**src/rtl/dps_pkg.sv**
```systemverilog
// Constants, field positions and carrier types for the protection status bits
`default_nettype none
package dps_pkg;
  // ==========================================================================
  // Clock and timing
  localparam int CLK_PERIOD_PS    = 4000;
  localparam int OL_FILTER_US     = 1000;
  // Least time, rounded up to whole cycles
  localparam int OL_FILTER_CYCLES =
    (OL_FILTER_US * 1000000 + CLK_PERIOD_PS - 1) / CLK_PERIOD_PS;
  localparam int STARTUP_CYCLES   = 20000;
  localparam logic [15:0] RETRY_DIV         = 16'h00FA;
  localparam logic [7:0]  RETRY_SHORT_TICKS = 8'h0A;
  localparam logic [7:0]  RETRY_LONG_TICKS  = 8'h28;

  // ==========================================================================
  // Geometry
  localparam int NUM_OUT = 8;
  localparam int NUM_OL  = 5;
  localparam int OL_BASE = 3;

  // ==========================================================================
  // Control word field positions
  localparam int CTRL_DUTY      = 13;
  localparam int CTRL_RETRY_MSB = 10;
  localparam int CTRL_RETRY_LSB = 6;
  localparam int CTRL_PWM_MSB   = 5;
  localparam int CTRL_PWM_LSB   = 4;

  // ==========================================================================
  // Status word field positions
  localparam int ST_NOT_READY = 10;
  localparam int ST_UNUSED    = 9;
  localparam int ST_OL_MSB    = 8;
  localparam int ST_OL_LSB    = 4;
  localparam logic [15:0] STATUS_RESET = 16'h0000;

  // ==========================================================================
  // Stored control fields
  typedef struct packed {
    logic       duty_long;
    logic [4:0] retry_en;
    logic [1:0] pwm_en;
  } dps_ctrl_type;
  localparam dps_ctrl_type CTRL_RESET = 8'h00;
endpackage
`default_nettype wire

```
**src/rtl/dps_top.sv**
```systemverilog
// Over-current retry, PWM gating, start-up and missing-load status bits
`default_nettype none
module dps_top #(
  parameter int OL_FILTER_CYCLES = dps_pkg::OL_FILTER_CYCLES,
  parameter int STARTUP_CYCLES   = dps_pkg::STARTUP_CYCLES
) (
  input  wire logic                       clk,
  input  wire logic                       nrst,
  input  wire logic                       ctrl_wr,
  input  wire logic [15:0]                ctrl_wdata,
  input  wire logic                       oc_clear,
  input  wire logic [dps_pkg::NUM_OUT-1:0] out_on,
  input  wire logic [dps_pkg::NUM_OUT-1:0] oc_detect,
  input  wire logic [dps_pkg::NUM_OUT-1:0] below_thresh,
  input  wire logic                       active_mode,
  input  wire logic                       pwm_in,
  output logic      [dps_pkg::NUM_OUT-1:0] drive_on,
  output logic      [dps_pkg::NUM_OUT-1:0] oc_flag,
  output logic                            not_ready,
  output logic      [15:0]                status_word
);
  import dps_pkg::*;

  dps_ctrl_type            ctrl;
  logic [15:0]             div_cnt;
  logic                    tick;
  logic [NUM_OUT-1:0]      tripped;
  logic [NUM_OUT-1:0]      one_shot;
  logic [NUM_OUT-1:0]      retry_en_vec;
  logic [NUM_OUT-1:0]      next_drive;
  logic [7:0]              retry_cnt [NUM_OUT];
  logic [7:0]              retry_limit;
  logic [31:0]             startup_cnt;
  logic                    active_prev;
  logic [NUM_OL-1:0]       ol_flag;
  logic [15:0]             next_status;
  logic [31:0]             nr_len;

  // Output number (0 = first half bridge) that owns each stage bit
  function automatic logic [2:0] out_num(input int i);
    case (i)
      0, 1:    out_num = 3'h0;
      2, 3:    out_num = 3'h1;
      4, 5:    out_num = 3'h2;
      6:       out_num = 3'h3;
      default: out_num = 3'h4;
    endcase
  endfunction

  // ==========================================================================
  // Control word storage
  always_ff @(posedge clk or negedge nrst)
  begin
    if (!nrst)
      ctrl <= CTRL_RESET;
    else if (ctrl_wr)
    begin
      ctrl.duty_long <= ctrl_wdata[CTRL_DUTY];
      ctrl.retry_en  <= ctrl_wdata[CTRL_RETRY_MSB:CTRL_RETRY_LSB];
      ctrl.pwm_en    <= ctrl_wdata[CTRL_PWM_MSB:CTRL_PWM_LSB];
    end
  end

  // ==========================================================================
  // Retry time base; trips are sampled against its phase, which is why
  // an unlucky trip may still earn one retry
  assign tick = (div_cnt == RETRY_DIV - 16'h0001);

  always_ff @(posedge clk or negedge nrst)
  begin
    if (!nrst)
      div_cnt <= 16'h0000;
    else if (tick)
      div_cnt <= 16'h0000;
    else
      div_cnt <= div_cnt + 16'h0001;
  end

  // Off time in retry ticks selects the duty of the pulsed current
  assign retry_limit = ctrl.duty_long ? RETRY_LONG_TICKS : RETRY_SHORT_TICKS;

  always_comb
  begin
    for (int i = 0; i < NUM_OUT; i++)
      retry_en_vec[i] = ctrl.retry_en[out_num(i)];
  end

  // ==========================================================================
  // Trip and retry per stage; a trip beats a host clear in the same cycle
  always_ff @(posedge clk or negedge nrst)
  begin
    if (!nrst)
    begin
      tripped  <= '0;
      one_shot <= '0;
      for (int i = 0; i < NUM_OUT; i++)
        retry_cnt[i] <= 8'h00;
    end
    else
    begin
      for (int i = 0; i < NUM_OUT; i++)
      begin
        if (oc_detect[i] && drive_on[i])
        begin
          tripped[i]   <= 1'b1;
          retry_cnt[i] <= 8'h00;
          one_shot[i]  <= tick && !retry_en_vec[i];
        end
        else if (oc_clear)
        begin
          tripped[i]   <= 1'b0;
          one_shot[i]  <= 1'b0;
          retry_cnt[i] <= 8'h00;
        end
        else if (tripped[i] && tick && (retry_en_vec[i] || one_shot[i]))
        begin
          if (retry_cnt[i] == retry_limit - 8'h01)
          begin
            tripped[i]   <= 1'b0;
            one_shot[i]  <= 1'b0;
            retry_cnt[i] <= 8'h00;
          end
          else
            retry_cnt[i] <= retry_cnt[i] + 8'h01;
        end
      end
    end
  end

  // Sticky over-current flags, cleared only by the host reset bit
  always_ff @(posedge clk or negedge nrst)
  begin
    if (!nrst)
      oc_flag <= '0;
    else
    begin
      for (int i = 0; i < NUM_OUT; i++)
      begin
        if (oc_detect[i] && drive_on[i])
          oc_flag[i] <= 1'b1;
        else if (oc_clear)
          oc_flag[i] <= 1'b0;
      end
    end
  end

  // ==========================================================================
  // Start-up settling timer, restarted on every exit from standby
  always_ff @(posedge clk or negedge nrst)
  begin
    if (!nrst)
    begin
      active_prev <= 1'b0;
      startup_cnt <= 32'h0000_0000;
    end
    else
    begin
      active_prev <= active_mode;
      if (active_mode && !active_prev)
        startup_cnt <= 32'(STARTUP_CYCLES);
      else if (startup_cnt != 32'h0000_0000)
        startup_cnt <= startup_cnt - 32'h0000_0001;
    end
  end

  assign not_ready = (startup_cnt != 32'h0000_0000);

  // ==========================================================================
  // Stage drive: enables, trips, start-up hold and PWM gating
  // A fresh trip or a start-up just begun cuts drive in the same edge,
  // so no stray cycle of drive leaks out before the flags take effect
  always_comb
  begin
    for (int i = 0; i < NUM_OUT; i++)
      next_drive[i] = out_on[i] && !tripped[i] && !not_ready
                      && active_mode && active_prev
                      && !(oc_detect[i] && drive_on[i]);
    if (ctrl.pwm_en[1] && !pwm_in)
      next_drive[NUM_OUT-1] = 1'b0;
    if (ctrl.pwm_en[0] && !pwm_in)
      next_drive[NUM_OUT-2] = 1'b0;
  end

  always_ff @(posedge clk or negedge nrst)
  begin
    if (!nrst)
      drive_on <= '0;
    else
      drive_on <= next_drive;
  end

  // ==========================================================================
  // Missing-load filter on the five monitored stages
  dps_ol_filter #(
    .FILTER_CYCLES (OL_FILTER_CYCLES)
  ) u_ol (
    .clk      (clk),
    .nrst     (nrst),
    .clear    (oc_clear),
    .stage_on (drive_on[OL_BASE+NUM_OL-1:OL_BASE]),
    .below    (below_thresh[OL_BASE+NUM_OL-1:OL_BASE]),
    .flag     (ol_flag)
  );

  // Status word image; bits outside this block read zero
  always_comb
  begin
    next_status = STATUS_RESET;
    next_status[ST_NOT_READY] = not_ready;
    next_status[ST_UNUSED] = 1'b0;
    next_status[ST_OL_MSB:ST_OL_LSB] = ol_flag;
  end

  always_ff @(posedge clk or negedge nrst)
  begin
    if (!nrst)
      status_word <= STATUS_RESET;
    else
      status_word <= next_status;
  end

  // ==========================================================================
  // Checks and their helper logic
  always_ff @(posedge clk or negedge nrst)
  begin
    if (!nrst)
      nr_len <= 32'h0000_0000;
    else if (not_ready)
      nr_len <= nr_len + 32'h0000_0001;
    else
      nr_len <= 32'h0000_0000;
  end
endmodule
`default_nettype wire

```
**src/rtl/dps_ol_filter.sv**
```systemverilog
// Missing-load detection filter for the switched-on output stages
`default_nettype none
module dps_ol_filter #(
  parameter int FILTER_CYCLES = dps_pkg::OL_FILTER_CYCLES
) (
  input  wire logic                      clk,
  input  wire logic                      nrst,
  input  wire logic                      clear,
  input  wire logic [dps_pkg::NUM_OL-1:0] stage_on,
  input  wire logic [dps_pkg::NUM_OL-1:0] below,
  output logic      [dps_pkg::NUM_OL-1:0] flag
);
  import dps_pkg::*;

  logic [31:0] cnt [NUM_OL];

  // ==========================================================================
  // Per-channel low-current timers; any gap in the low condition restarts
  always_ff @(posedge clk or negedge nrst)
  begin
    if (!nrst)
    begin
      for (int k = 0; k < NUM_OL; k++)
        cnt[k] <= 32'h0000_0000;
    end
    else
    begin
      for (int k = 0; k < NUM_OL; k++)
      begin
        if (!(stage_on[k] && below[k]))
          cnt[k] <= 32'h0000_0000;
        else if (cnt[k] != 32'(FILTER_CYCLES))
          cnt[k] <= cnt[k] + 32'h0000_0001;
      end
    end
  end

  // Sticky flags; a new detection beats a clear in the same cycle, and a
  // load still missing after a clear is flagged again at once
  always_ff @(posedge clk or negedge nrst)
  begin
    if (!nrst)
      flag <= '0;
    else
    begin
      for (int k = 0; k < NUM_OL; k++)
      begin
        if (stage_on[k] && below[k] && cnt[k] >= 32'(FILTER_CYCLES - 1))
          flag[k] <= 1'b1;
        else if (clear)
          flag[k] <= 1'b0;
      end
    end
  end

  // ==========================================================================
  // Checks
  for (genvar k = 0; k < NUM_OL; k++)
  begin : g_chk

  end
endmodule
`default_nettype wire

```
**config.mk**
```make
export PLATFORM = sky130hd
export DESIGN_NAME = dps_top
export DESIGN_NICKNAME = d
export VERILOG_FILES = /design/src/rtl/dps_pkg.sv /design/src/rtl/dps_top.sv /design/src/rtl/dps_ol_filter.sv
export SDC_FILE = /design/constraint.sdc
export NUM_CORES = 1
export LEC_CHECK = 0
export BUFFER_PORTS_ARGS = -buffer_cell sky130_fd_sc_hd__buf_2
export CAP_MARGIN = 20
export CORE_UTILIZATION = 40
export DETAILED_ROUTE_END_ITERATION = 12
export HOLD_SLACK_MARGIN = 0.06
export PLACE_DENSITY = 0.62
export SYNTH_ARGS = -nofsm -noshare
export SYNTH_HDL_FRONTEND = slang
export SYNTH_SLANG_ARGS = --single-unit
```
**constraint.sdc**
```tcl
create_clock -name clk -period 4.3 [get_ports clk]
set_input_delay 0.86 -clock clk [delete_from_list [all_inputs] [get_ports clk]]
set_output_delay 0.86 -clock clk [all_outputs]
set_load 0.05 [all_outputs]
```
* Word-level counts from Yosys, hierarchy flattened
Index checks and enable logic that the tools add are counted.
** Operators by class
- Add/subtract/negate cells :: 16
- Reduce and logical (&&, ||, !) cells :: 153
- $lt $le $gt $ge :: 5
- Equality and inequality tests :: 19
- Multiplexer cells :: 102
** Operator list (number)
- 32-bit 2-to-1 mux :: 12
- 8-bit 2-to-1 mux :: 32
- 32-bit by 1-bit adder with 32-bit output (second input constant) :: 5
- 32-bit by 18-bit greater-or-equal comparator with 1-bit output (second input constant) :: 5
- 32-bit by 18-bit inequality test with 1-bit output (second input constant) :: 5
- 1-bit logical AND :: 82
- 8-bit by 1-bit adder with 8-bit output (second input constant) :: 8
- 8-bit equality test :: 8
- 1-bit 2-to-1 mux :: 56
- 3-bit nonzero test :: 16
- 32-bit nonzero test :: 1
- 32-bit by 1-bit subtractor with 32-bit output (second input constant) :: 1
- 2-bit nonzero test :: 14
- 1-bit logical NOT :: 24
- 16-bit by 1-bit adder with 16-bit output (second input constant) :: 1
- 16-bit by 8-bit equality test with 1-bit output (second input constant) :: 1
- 16-bit 2-to-1 mux :: 1
- 2-bit AND reduction :: 8
- 1-bit logical OR :: 8
- 6-bit by 1-bit subtractor with 7-bit output (second input constant) :: 1
- 6-bit 2-to-1 mux :: 1
- 2-bit inequality test (second input constant) :: 3
- 2-bit by 1-bit inequality test with 1-bit output (second input constant) :: 2
** Word-level totals
- Bits in registers :: 324
- Output and inout port bits :: 33
- Input bits :: 46
- Logic and storage cells :: 345

* Depth between registers and ports, before layout
- Depth in word-level cells :: 7
- Gate-level depth with buffers :: 9
- Depth with buffers taken out :: 7

* Cells and area by module
Synthesis repeated with hierarchy kept, for this count alone.
** Second synthesis, totals
- Cells, all modules :: 1749
- Area total of the unflattened synthesis :: 16631.0 um^2
** By module, submodules not included
- dps_ol_filter :: times used 1, area an instance 8513.2 um^2, cells an instance 901, sequential area each 4129.0 um^2
- dps_top :: times used 1, area an instance 8117.8 um^2, cells an instance 848, sequential area each 3978.8 um^2

* Worst setup path after synthesis
No wires, ideal clock.
- Kind :: reg-to-output
- From :: register startup_cnt[26]
- To :: output port not_ready
- Setup slack :: 1434 ps
- Cell stages (with the launch flop) :: 7
- Buffers on the path :: 2
- Required time :: 3440 ps
- Data arrival time :: 2006 ps
- Cell sequence :: dfrtp_1 or4_4 buf_6 or4_4 buf_6 nor2_1 nand2_1
** On the way
- Word-level cells in the longest chain between the ends :: 1
** Ends and longest elaborated chain
- from (decl) :: RTL line dps_top.sv:33 : logic [31:0] startup_cnt;
- from (signal assigned) :: RTL line dps_top.sv:160 : startup_cnt <= 32'(STARTUP_CYCLES);
- from (signal assigned) :: RTL line dps_top.sv:162 : startup_cnt <= startup_cnt - 32'h0000_0001;
- 32-bit nonzero test :: RTL line dps_top.sv:166 : assign not_ready = (startup_cnt != 32'h0000_0000);
- to (decl) :: RTL line dps_top.sv:19 : output logic not_ready,
Every way passes these cells.

* Worst setup path in the final report
- From :: register startup_cnt[18]
- To :: output port not_ready
The elaborated chain is that of the path after synthesis.

==> impl_metrics.ini <==
[sta]
whs_ns = 0.393
fin_crit_ns = 3.49
drv_slew = 0
grt_setup_unrepaired = false
final.setup.tns_ns = 0
setup_viol = 0
fmax_mhz = 287
worst_pin_slew_ns = 1.05
finalHoldViolCount = 0
post-route-period-util_pct = 81.1
fin_worst_skew_ns = 0.0143
maxSlewHeadroom_pct = 29.5

[setup_path]
path_buf_inv = 1
cp_cell_sequence = or4_4 -> or4_1 -> nor2_1 -> nand2_1 -> buf_2
r2r_end = retry_cnt[42]$_DFFE_PN0P_
critPathKind = reg -> out
cp_top_family = simple AND/OR/NAND/NOR gates
cp_slowest_cell = or4_1
cp_slowest_stage_delay_ns = 0.57
crit_required_ns = 3.44
worstPathArrival_ns = 2.63
cp_max_fo = 6
r2r_slack_ns = 1.36
rr_worst_depth = 7
rr_startpoint = div_cnt[1]$_DFF_PN0_
cp-start-kind = flop
cp-end-kind = output pin

[global_routing]
grt-ovfl-total = 0
grt_usage_pct = 17.9
grt_pass1_wl_um = 62700
grt_pass1_vias = 12700
grt_start_max_net_pins = 108
antenna_found_initial = 0

[layout]
final_common_cell = dfrtp_1
fin_util_pct = 45.7
layout.nets = 1877
multi_input_area_um2 = 8040
n_antenna_cell = 0
final_area_um2 = 18700
syn2layout_area_growth_pct = 12.4
drive_gt1_share_pct = 9.72
final_cell_mix = dfrtp_1, nor2_1, nand2_1, nand3_1, o21ai_0
ff_latch_area_um2 = 8110
final.fill_count = 3925

[place]
gp_congestion = 0.840
hpwl_um = 23900
placed_cell_area_um2 = 17400
portBuffers = 57

[yosys]
synth_top_area_share_pct = 48.8
syn_area_per_cell_um2 = 9.49
ys_async_sr_fraction_pct = 100
synth_edf_count = 0
ys_seq_elements = 324
yosysUniqueCellTypes = 74
synthFlopType = dfrtp_1
yosysSeqAreaShare_pct = 48.8
synth_area_um2 = 16600
synth_top_area_cell = dfrtp_1
yosys-top-cells-area = dfrtp_1, nor2_1, xor2_1
ys_warn_count = 0
synthCells = 1752

[cts]
cts-htree-levels = 2
post_cts_buffers = 0
clock_latency_ns = 0.54
cts_made_buffers = 37
clock_sinks = 324
ctsResizeCount = 0
ctsHoldBuffers = 0
path_clk_slew_ns = 0.06
max-clock-path-buffers = 3
cts_tree = done
cts_root_buf = clkbuf_16

[pwr]
p_per_area_nw_per_um2 = 353
seqPwrFrac_pct = 48.1
switching_share_pct = 23.2
power.switching_uw = 1530
vdd_drop_max_uv = 220
power_frac_clock_pct = 46.5
internal-power_uw = 5070
combPwrFrac_pct = 5.4
static-leakage-power_uw = 0.00759

[floorplan]
ioPinCount = 79
die_w_um = 206
die_height_um = 206
rows = 74
initial_utilization_pct = 40.6
die_area_um2 = 42400
coreArea_um2 = 40900

[drt]
wl_per_cell_um = 15.4
drc_errors = 0
final_antenna_net_count = 0
viasPerCell = 5.53
drtPass1Iterations = 5
drt_iter0_drc = 790
wl_um = 36300
dr_total_vias = 13100

[min_path]
hp-class = in -> async

[run_status]
status = finished, final reports clean

[job]
maxCapViolCount = 0
==> routing by layer <==
metal	share of wire, %	global-route usage [%]	up-vias
met5	0	0	-
met4	2.1	5.54	0
met3	3.3	2.54	55
met2	45	28.3	177
met1	49	25.2	6397
li1	-	-	6434
==> layout make-up <==
type                            instances  area share [%]
Clock buffer                           51            5.72
Clock inverter                          9           0.509
Inverter                               53            1.06
Multi-Input combinational cell       1320            43.0
Sequential cell                       324            43.4
Tap cell                              532            3.56
Timing Repair Buffer                   74            2.74
==> cell families (layout without fill, tap and decap cells) <==
kind of cell	Yosys count	after routing	share of synthesized area, %
AOI/OAI and AO/OA	304	304	11.4
xor gates and xnor gates	152	152	8.01
adders and majority gates	21	21	1.58
buffers and inverters	117	187	3.12
DFF	324	324	48.8
muxes	20	20	1.26
other	1	10	0.0226
and+or+nand+nor	813	813	25.8
==> worst max path at each step <==
| stage | startpoint | end | slack [ns] | depth (start not counted) |
|---|---|---|---|---|
| after floorplan | startup_cnt[26]$_DFFE_PN0P_ | not_ready | 1.43 | 6 |
| after global placement | startup_cnt[18]$_DFFE_PN0P_ | startup_cnt[23]$_DFFE_PN0P_ | 1.35 | 5 |
| after detailed placement | startup_cnt[18]$_DFFE_PN0P_ | startup_cnt[15]$_DFFE_PN0P_ | 1.31 | 5 |
| after CTS | startup_cnt[18]$_DFFE_PN0P_ | not_ready | 0.77 | 5 |
| after global routing | startup_cnt[18]$_DFFE_PN0P_ | not_ready | 0.68 | 5 |
| final | startup_cnt[18]$_DFFE_PN0P_ | not_ready | 0.81 | 5 |
==> cell usage after synthesis (4+ instances only) <==
master,n
dfrtp_1,324
nor2_1,202
nand2_1,133
nand3_1,120
o21ai_0,96
xor2_1,77
xnor2_1,75
a21oi_1,70
nand4_1,69
inv_1,53
nor4_1,49
clkbuf_1,45
and3_1,37
nor3_1,35
or4_1,33
or3_1,31
o31ai_1,29
ha_1,21
nand2b_1,21
a211oi_1,17
a31oi_1,14
o211ai_1,14
mux2i_1,12
and2_1,10
and4_1,10
buf_4,10
nor4b_1,9
o21a_1,9
a21oi_2,8
mux2_2,8
nand3b_1,8
o41ai_1,8
or2_2,7
nor2b_1,6
nor4_2,6
nand4b_1,5
a22o_1,4
o21ai_1,4
o22ai_1,4
or3b_2,4
==> stage by stage <==
| stage | worst slack (ns) | cells | power [µW] |
|---|---|---|---|
| final | 0.814 | 2363 | 6600 |
| after CTS | 0.773 | 2359 | 6700 |
| after floorplan | 1.43 | 1761 | 3430 |
| after detailed placement | 1.31 | 2299 | 3590 |
| after global routing | 0.677 | 2363 | 6870 |
| after global placement | 1.35 | 2299 | 3580 |
==> worst register-to-register path, stage by stage, from the launching register on <==
cell	delay (ns)
dfrtp_1	0.41
inv_1	0.07
ha_1	0.12
or4b_1	0.48
or4_1	0.75
o21ai_0	0.68
o311a_1	0.28
nor2_1	0.04
==> flip-flops by register name, summed over array words and instances (netlist names) <==
register	count
div_cnt	16
u_ol.flag	5
retry_cnt	64
one_shot	8
status_word	6
u_ol.cnt	160
oc_flag	8
startup_cnt	32
ctrl	8
tripped	8
drive_on	8
active_prev	1
==> power by group through the flow <==
stage | Combinational, µW | Sequential, µW | Clock [µW]
2_1_floorplan | 225 | 3210 | 0
3_3_place_gp | 353 | 3220 | 0
3_5_place_dp | 361 | 3230 | 0
4_1_cts | 361 | 3170 | 3170
5_1_grt | 403 | 3180 | 3280
6_report | 354 | 3170 | 3070
(Power assumes the default switching activity.)
